File: src/core/mufr_pkg.sv
// constants and types of the usb frame responder
// assumes a byte stream from a cdc serial stack outside this block
package mufr_pkg;
  localparam logic [7:0]  MUFR_NET_ADDR   = 8'hff;
  localparam logic [7:0]  MUFR_TYPE_READ  = 8'h03;
  localparam logic [15:0] MUFR_CODE_COORD = 16'h4110;
  localparam logic [15:0] MUFR_CODE_CFG   = 16'h5000;
  localparam logic [15:0] MUFR_MODE_READ  = 16'h0000;
  localparam logic [15:0] MUFR_CRC_COORD  = 16'hc004;
  localparam logic [15:0] MUFR_CRC_CFG    = 16'h0550;
  localparam logic [7:0]  MUFR_LEN_COORD  = 8'h64;
  localparam logic [7:0]  MUFR_LEN_CFG    = 8'h30;
  localparam logic [3:0]  MUFR_REQ_LAST   = 4'h7;
  localparam logic [3:0]  MUFR_REQ_CRC_AT = 4'h6;
  localparam logic [6:0]  MUFR_HDR_BYTES  = 7'h03;
  localparam logic [6:0]  MUFR_LAST_COORD = 7'h68;
  localparam logic [6:0]  MUFR_LAST_CFG   = 7'h34;
  localparam int          MUFR_NUM_REC    = 6;
  localparam logic [6:0]  MUFR_REC_BYTES  = 7'h10;
  localparam logic [6:0]  MUFR_REC_AREA   = 7'h60;
  localparam logic [6:0]  MUFR_PAY_FLAGS  = 7'h60;
  localparam logic [3:0]  MUFR_REC_X      = 4'h1;
  localparam logic [3:0]  MUFR_REC_Y      = 4'h5;
  localparam logic [3:0]  MUFR_REC_Z      = 4'h9;
  localparam logic [3:0]  MUFR_REC_FLAGS  = 4'hd;
  localparam int          MUFR_PEND_BIT   = 2;
  localparam int          MUFR_CFG_BYTES  = 48;
  localparam logic [15:0] MUFR_CRC_POLY   = 16'ha001;
  localparam logic [15:0] MUFR_CRC_INIT   = 16'hffff;
  localparam int unsigned MUFR_PAUSE_MS   = 5000;
  localparam int unsigned MUFR_CLK_KHZ    = 125000;
  localparam int unsigned MUFR_PAUSE_CYC  = MUFR_PAUSE_MS * MUFR_CLK_KHZ;

  typedef struct packed {
    logic [7:0]         addr;
    logic signed [31:0] x;
    logic signed [31:0] y;
    logic signed [31:0] z;
    logic [2:0]         flags;
  } mufr_rec_t;
endpackage

File: src/core/mufr_responder.sv
// request decoder and answer framer of the usb modem link
// assumes the usb cdc stack hands over raw binary bytes, one per valid/ready beat,
// and that the streaming engine outside obeys stream_pause
// How it works
// - any valid request pauses periodic streaming for five seconds.
// - requests start with address 0xff; answers echo 0xff first.
// - multibyte fields travel low byte first in both directions.
// - port speed, word length and parity settings are ignored; only bytes count.
// - device appears as cdc serial device carrying raw binary frames.
// - coordinate request carrying checksum c004 counts as correctly protected.
// - coordinate answer is ff,03,64,100 payload bytes,checksum at byte 103.
// - first 96 payload bytes hold six 16-byte latest beacon records.
// - payload byte 96 bit 2 flags pending user data; rest reserved.
// - record holds beacon address then signed x,y,z at offsets 1,5,9.
// - record byte 13 bits 0..2 carry the three beacon flags.
// - config answer is ff,03,30,48 config bytes,checksum at 0x33.
`timescale 1ns/10ps
module mufr_responder
  import mufr_pkg::*;
#(
  parameter int unsigned PAUSE_CYCLES = MUFR_PAUSE_CYC,
  parameter logic [15:0] CRC_POLY     = MUFR_CRC_POLY,
  parameter logic [15:0] CRC_INIT     = MUFR_CRC_INIT
) (
  input  wire logic                        clk_sys,           // 125 mhz clock
  input  wire logic                        rst_n,             // async reset, low
  input  wire logic                        rx_valid,          // request byte present
  input  wire logic [7:0]                  rx_data,           // request byte
  output logic                             rx_ready,          // request byte taken
  output logic                             tx_valid,          // answer byte present
  output logic [7:0]                       tx_data,           // answer byte
  input  wire logic                        tx_ready,          // answer byte taken
  input  wire mufr_rec_t                   beacon_rec [MUFR_NUM_REC], // latest records
  input  wire logic                        user_data_pending, // user data waiting
  input  wire logic [MUFR_CFG_BYTES*8-1:0] cfg_block,         // config, byte 0 low
  output logic                             stream_pause,      // hold streaming off
  output logic                             err_reply_req,     // pulse: send error reply
  output logic [15:0]                      err_code,          // code of refused request
  output logic [7:0]                       err_type           // type of refused request
);

  typedef enum {MUFR_S_RX, MUFR_S_SEND} mufr_state_t;

  mufr_state_t                 state, next_state;
  logic [3:0]                  rx_cnt, next_rx_cnt;
  logic [63:0]                 req, next_req;
  logic [15:0]                 rx_crc, next_rx_crc;
  logic                        is_cfg, next_is_cfg;
  logic [6:0]                  tx_idx, next_tx_idx;
  logic                        next_tx_valid;
  logic [7:0]                  next_tx_data;
  logic [15:0]                 tx_crc, next_tx_crc;
  mufr_rec_t                   snap_rec [MUFR_NUM_REC];
  mufr_rec_t                   next_snap_rec [MUFR_NUM_REC];
  logic                        snap_pend, next_snap_pend;
  logic [MUFR_CFG_BYTES*8-1:0] snap_cfg, next_snap_cfg;
  logic                        next_err_reply_req;
  logic [15:0]                 next_err_code;
  logic [7:0]                  next_err_type;
  logic [31:0]                 pause_cnt, next_pause_cnt;

  logic        rx_take, frame_end, crc_ok, fixed_ok, req_good, known_coord, known_cfg;
  logic [15:0] rx_crc_got;
  logic [6:0]  last_idx;

  // reflected crc-16, one byte lsb first
  function automatic logic [15:0] crc_step(logic [15:0] c, logic [7:0] b);
    logic [15:0] r;
    r = c ^ {8'h00, b};
    for (int i = 0; i < 8; i++) begin
      r = r[0] ? ((r >> 1) ^ CRC_POLY) : (r >> 1);
    end
    return r;
  endfunction

  function automatic logic [7:0] rec_byte(mufr_rec_t r, logic [3:0] off);
    if (off == 4'h0) return r.addr;
    if (off < MUFR_REC_Y) return r.x[8*(off-MUFR_REC_X) +: 8];
    if (off < MUFR_REC_Z) return r.y[8*(off-MUFR_REC_Y) +: 8];
    if (off < MUFR_REC_FLAGS) return r.z[8*(off-MUFR_REC_Z) +: 8];
    if (off == MUFR_REC_FLAGS) return {5'h00, r.flags};
    return 8'h00;
  endfunction

  function automatic logic [7:0] ans_byte(logic cfg, logic [6:0] idx);
    logic [6:0] p;
    p = idx - MUFR_HDR_BYTES;
    if (idx == 7'h00) return MUFR_NET_ADDR;
    if (idx == 7'h01) return MUFR_TYPE_READ;
    if (idx == 7'h02) return cfg ? MUFR_LEN_CFG : MUFR_LEN_COORD;
    if (cfg) return snap_cfg[8*p +: 8];
    if (p < MUFR_REC_AREA) return rec_byte(snap_rec[p[6:4]], p[3:0]);
    if (p == MUFR_PAY_FLAGS) return {7'h00, snap_pend} << MUFR_PEND_BIT;
    return 8'h00;
  endfunction

  // byte stream only: no line settings exist here
  assign rx_ready    = (state == MUFR_S_RX);
  assign rx_take     = rx_valid && rx_ready;
  assign frame_end   = rx_take && (rx_cnt == MUFR_REQ_LAST);
  assign rx_crc_got  = {rx_data, req[55:48]};
  assign crc_ok      = (rx_crc_got == rx_crc);
  assign known_coord = (req[15:8] == MUFR_TYPE_READ) && (req[31:16] == MUFR_CODE_COORD)
                       && (req[47:32] == MUFR_MODE_READ);
  assign known_cfg   = (req[15:8] == MUFR_TYPE_READ) && (req[31:16] == MUFR_CODE_CFG)
                       && (req[47:32] == MUFR_MODE_READ);
  assign fixed_ok    = (known_coord && rx_crc_got == MUFR_CRC_COORD)
                       || (known_cfg && rx_crc_got == MUFR_CRC_CFG);
  assign req_good    = frame_end && (crc_ok || fixed_ok);
  assign last_idx    = is_cfg ? MUFR_LAST_CFG : MUFR_LAST_COORD;
  assign stream_pause = (pause_cnt != 32'h0);

  always_comb begin
    next_state         = state;
    next_rx_cnt        = rx_cnt;
    next_req           = req;
    next_rx_crc        = rx_crc;
    next_is_cfg        = is_cfg;
    next_tx_idx        = tx_idx;
    next_tx_valid      = tx_valid;
    next_tx_data       = tx_data;
    next_tx_crc        = tx_crc;
    next_snap_rec      = snap_rec;
    next_snap_pend     = snap_pend;
    next_snap_cfg      = snap_cfg;
    next_err_reply_req = 1'b0;
    next_err_code      = err_code;
    next_err_type      = err_type;
    unique case (state)
      MUFR_S_RX: begin
        if (rx_take) begin
          if (rx_cnt == 4'h0 && rx_data != MUFR_NET_ADDR) begin
            next_rx_cnt = 4'h0;
          end else if (frame_end) begin
            next_rx_cnt = 4'h0;
            next_rx_crc = CRC_INIT;
            if (req_good && (known_coord || known_cfg)) begin
              next_state     = MUFR_S_SEND;
              next_is_cfg    = known_cfg;
              next_snap_rec  = beacon_rec;
              next_snap_pend = user_data_pending;
              next_snap_cfg  = cfg_block;
              next_tx_idx    = 7'h00;
              next_tx_valid  = 1'b1;
              next_tx_data   = MUFR_NET_ADDR;
              next_tx_crc    = crc_step(CRC_INIT, MUFR_NET_ADDR);
            end else if (req_good) begin
              next_err_reply_req = 1'b1;
              next_err_code      = req[31:16];
              next_err_type      = req[15:8];
            end
          end else begin
            next_req[8*rx_cnt +: 8] = rx_data;
            if (rx_cnt < MUFR_REQ_CRC_AT) begin
              next_rx_crc = crc_step(rx_crc, rx_data);
            end
            next_rx_cnt = rx_cnt + 4'h1;
          end
        end
      end
      MUFR_S_SEND: begin
        if (tx_ready) begin
          if (tx_idx == last_idx) begin
            next_tx_valid = 1'b0;
            next_state    = MUFR_S_RX;
          end else begin
            next_tx_idx = tx_idx + 7'h01;
            if (next_tx_idx == last_idx - 7'h01) begin
              next_tx_data = tx_crc[7:0];
            end else if (next_tx_idx == last_idx) begin
              next_tx_data = tx_crc[15:8];
            end else begin
              next_tx_data = ans_byte(is_cfg, next_tx_idx);
              next_tx_crc  = crc_step(tx_crc, next_tx_data);
            end
          end
        end
      end
    endcase
  end

  always_ff @(posedge clk_sys or negedge rst_n) begin
    if (!rst_n) begin
      state         <= MUFR_S_RX;
      rx_cnt        <= 4'h0;
      req           <= 64'h0;
      rx_crc        <= CRC_INIT;
      is_cfg        <= 1'b0;
      tx_idx        <= 7'h00;
      tx_valid      <= 1'b0;
      tx_data       <= 8'h00;
      tx_crc        <= CRC_INIT;
      snap_rec      <= '{default: '0};
      snap_pend     <= 1'b0;
      snap_cfg      <= '0;
      err_reply_req <= 1'b0;
      err_code      <= 16'h0000;
      err_type      <= 8'h00;
    end else begin
      state         <= next_state;
      rx_cnt        <= next_rx_cnt;
      req           <= next_req;
      rx_crc        <= next_rx_crc;
      is_cfg        <= next_is_cfg;
      tx_idx        <= next_tx_idx;
      tx_valid      <= next_tx_valid;
      tx_data       <= next_tx_data;
      tx_crc        <= next_tx_crc;
      snap_rec      <= next_snap_rec;
      snap_pend     <= next_snap_pend;
      snap_cfg      <= next_snap_cfg;
      err_reply_req <= next_err_reply_req;
      err_code      <= next_err_code;
      err_type      <= next_err_type;
    end
  end

  // pause timer, restarted by every good request
  always_comb begin
    if (req_good) begin
      next_pause_cnt = 32'(PAUSE_CYCLES);
    end else if (pause_cnt != 32'h0) begin
      next_pause_cnt = pause_cnt - 32'h1;
    end else begin
      next_pause_cnt = 32'h0;
    end
  end

  always_ff @(posedge clk_sys or negedge rst_n) begin
    if (!rst_n) begin
      pause_cnt <= 32'h0;
    end else begin
      pause_cnt <= next_pause_cnt;
    end
  end
endmodule

File: config.mk
export PLATFORM = sky130hd
export DESIGN_NAME = mufr_responder
export DESIGN_NICKNAME = d
export VERILOG_FILES = /design/src/core/mufr_pkg.sv /design/src/core/mufr_responder.sv
export SDC_FILE = /design/constraint.sdc
export NUM_CORES = 2
export LEC_CHECK = 0
export BUFFER_PORTS_ARGS = -buffer_cell sky130_fd_sc_hd__buf_2
export CAP_MARGIN = 20
export CORE_MARGIN = 2
export CORE_UTILIZATION = 29
export DETAILED_ROUTE_END_ITERATION = 16
export GPL_ROUTABILITY_DRIVEN = 1
export PLACE_DENSITY = 0.56
export SLEW_MARGIN = 20
export SYNTH_ARGS = -nofsm -noshare
export SYNTH_HDL_FRONTEND = slang
export SYNTH_SLANG_ARGS = --single-unit
File: constraint.sdc
create_clock -name clk_sys -period 5.9 [get_ports clk_sys]
set_clock_uncertainty 0.15 [all_clocks]
set_input_delay 0.885 -clock clk_sys [delete_from_list [all_inputs] [get_ports clk_sys]]
set_output_delay 0.885 -clock clk_sys [all_outputs]
set_load 0.01 [all_outputs]
==> results.txt <==
Worst-Margin Slew = 1.344 ns
Root Driver = clkbuf_16
P per Cell Area = 280.1 nW/µm²
status = finished, final reports clean
post-synthesis instance total = 6,821
# DRC = 0
nets@finish = 9,010
core area = 201,900 µm²
WL/cell = 28.11 µm
Required @ worst endpoint = 6.49 ns
Final GP Congestion = 1.029
Fmax achieved = 171.6 MHz
Fin. Hold Viols = 0
asr flop ratio synth = 100.0%
critical path fanouts, max = 21
vias in the first global route = 55,237
Slew Viols, Final = 0
gr usage total = 28.44%
1st-iter DRT viols = 5,735
Pint = 14.98 mW
die width = 454.6 µm
most frequent cells in the layout = nand2_1, dfrtp_1, buf_2
Detailed Place HPWL = 237.4 mm
Distinct cells, synth = 115
setup TNS = 0 ns
first-pass GRT wire length = 416.2 mm
startpoint types = flop
ys flop type = dfrtp_1
Comb pwr share = 14.4%
Final setup viols = 0
die area = 206,600 µm²
IO buf count = 1,074
Filler Cell Count = 21,072
final instance area = 74,530 µm²
TritonCTS Buffers = 144
clock latency on the worst-skew pair = 0.82 ns
pre-CTS WS = -0.2450 ns
Setup CP Type = reg -> reg
Avg Vias per Cell = 5.234
crit path time final = 5.829 ns
area grow syn2layout = 26.59%
Initial Util = 29.16%
final setup margin = 0.07121 ns
Power Total = 20.88 mW
area post-placement = 69,240 µm²
Synth Cell Area = 58,880 µm²
Avg Cell Area, Syn = 8.632 µm²
Detailed Route WL = 303.4 mm
Num Clock Sinks = 1,185
fin util = 36.91%
Sequential cell area = 29,700 µm²
clock transition at the registers of the reported paths = 0.06 ns
share of cells above drive strength 1 = 25.19%
Cell Rows = 165
largest net degree at the start of global routing = 193
sequential power share = 40.7%
initial antenna violation count = 73
Clk pwr share = 44.9%
worst vdd rail ir drop = 307.4 µV
register area share after synthesis = 50.43%
CTS max path bufs = 3
final worst path period share = 98.79%
Relative slew margins = 10.37%
Multi-input gate area = 27,460 µm²
die height = 454.6 µm
worst hold path class = in -> reg
num ports = 1,075
worst hold slack = 0.09886 ns
CTS tree = built
MaxCap Viol Count = 0
placed cell count = 10,476
vias post-DR = 56,488
number of enable flip-flop cells after synthesis = 0
drt first pass iters = 6
Crit. End Element = flop
switching portion of total power = 28.26%
WP data arrival = 6.42 ns
CTS H-tree depth = 4
commonest non-fill, non-tap cell in the layout = nand2_1
Yosys warning total = 0
fin cells = 10,792
total gr overflow = 0
Mapped Nets = 7,871
switching pwr = 5.901 mW
post-route ant nets = 0
Leak = 38.77 nW
Yosys reg bits = 1,185
cells by family (layout without fill, tap and decap cells):
group	after synthesis	count (layout)	share of synthesized area (%)
xor gates and xnor gates	93	93	1.496
AOI/OAI and AO/OA	677	677	8.296
DFF	1185	1185	50.43
and+or+nand+nor	4052	4052	27.53
other	0	49	0
muxes	312	312	8.435
adders and majority gates	11	11	0.2338
buffers and inverters	491	1741	3.577
final cells by class:
| type | instances | area share (%) |
|---|---|---|
| sequential | 1185 | 39.84 |
| multi-input combinational | 5145 | 36.84 |
| timing repair buffer | 1446 | 11.77 |
| clock buffer | 205 | 5.572 |
| tap | 2672 | 4.486 |
| clock inverter | 52 | 1.123 |
| inverter | 38 | 0.1947 |
| antenna | 49 | 0.1645 |
sequential cells by signal, indices dropped and copies added, names as in the netlist:
register,cells
rx_cnt,4
snap_rec,642
tx_data,8
snap_pend,1
err_reply_req,1
req,48
state,1
is_cfg,1
pause_cnt,32
tx_crc,16
rx_crc,16
tx_idx,7
err_code,16
snap_cfg,384
err_type,8
per-layer routing:
metal / wire, µm / GRT usage [%] / vias up
met4: 20370 / 17.80 / 20
met1: 117300 / 34.72 / 28222
met3: 19220 / 4.565 / 636
met5: 138 / 0 / -
met2: 146300 / 46.89 / 2605
li1: - / - / 25005
worst max-delay path, cell delays in order (launching register included):
cell	delay, ns
dfrtp_4	0.53
ha_2	0.27
buf_4	0.20
or4_4	0.50
buf_4	0.25
nand3_4	0.16
nand2_8	0.24
buf_4	0.31
a211o_1	0.41
a21oi_1	0.40
o32ai_1	0.15
a221oi_2	0.47
buf_4	0.19
a31oi_1	0.16
xnor2_1	0.20
xnor2_1	0.28
xnor3_2	0.33
xnor3_1	0.35
o22a_1	0.18
power by group through the flow:
stage | combinational (mW) | clock, mW | sequential, mW
final | 3.02 | 9.37 | 8.49
after global placement | 2.95 | 0 | 8.63
after floorplan | 1.44 | 0 | 8.56
after CTS | 2.98 | 9.55 | 8.49
after detailed placement | 2.96 | 0 | 8.63
after global routing | 3.20 | 9.87 | 8.51
synth_stat cells (8+ instances only):
cell	count	area, µm²
buf_4	30	225.2
mux4_2	140	3153
and3_1	54	337.8
or4_1	13	97.59
o221ai_1	19	166.4
a221oi_1	25	219.0
a2111oi_0	13	113.9
a21o_1	9	67.56
o21ai_0	112	560.5
buf_2	78	390.4
o31ai_1	16	120.1
nor3_1	58	290.3
nor2b_1	8	50.05
mux2i_1	99	991.0
o21ai_1	12	60.06
ha_1	11	137.6
a21oi_1	102	510.5
dfstp_2	32	840.8
a32oi_1	10	87.58
a221o_1	11	110.1
nand3_1	135	675.7
o2111ai_1	16	140.1
clkbuf_1	323	1212
xor2_1	40	350.3
nor4_1	33	206.5
inv_1	38	142.6
dfrtp_1	1153	28850
a311oi_1	16	140.1
o22a_1	22	192.7
a31oi_1	50	312.8
o211ai_1	29	217.7
o22ai_1	39	244.0
and2_1	13	81.33
nand4_1	41	256.5
nor2_1	122	457.9
o32ai_1	8	70.07
a211o_1	11	96.34
buf_1	15	56.30
mux2_2	73	822.0
xnor2_1	47	411.6
nand2_1	3497	13130
a211oi_1	47	352.8
or3_1	20	125.1
path summary, 6_finish.rpt:
kind                                       to  cells after the start           start  slack [ns]
worst max register to register      tx_crc[0]                     18       tx_idx[0]        0.07
worst max-delay path                tx_crc[0]                     18       tx_idx[0]        0.07
worst min-delay path             snap_rec[59]                      3  beacon_rec[59]         0.1
worst min register to register  snap_cfg[131]                      2   snap_cfg[131]        0.31
min in group asynchronous        snap_cfg[96]                      2           rst_n        0.48
max in group asynchronous       snap_rec[392]                      3           rst_n        3.46
timing repair:
item	4_1_cts	5_1_grt
gates resized for setup	7	9
pin swaps	0	6
buffers inserted	0	8
endpoints found under the hold margin	96	0
gates cloned	0	1
hold buffers	1	0
endpoints found under the setup margin	3	3
Power figures use the tool's default switching activity.
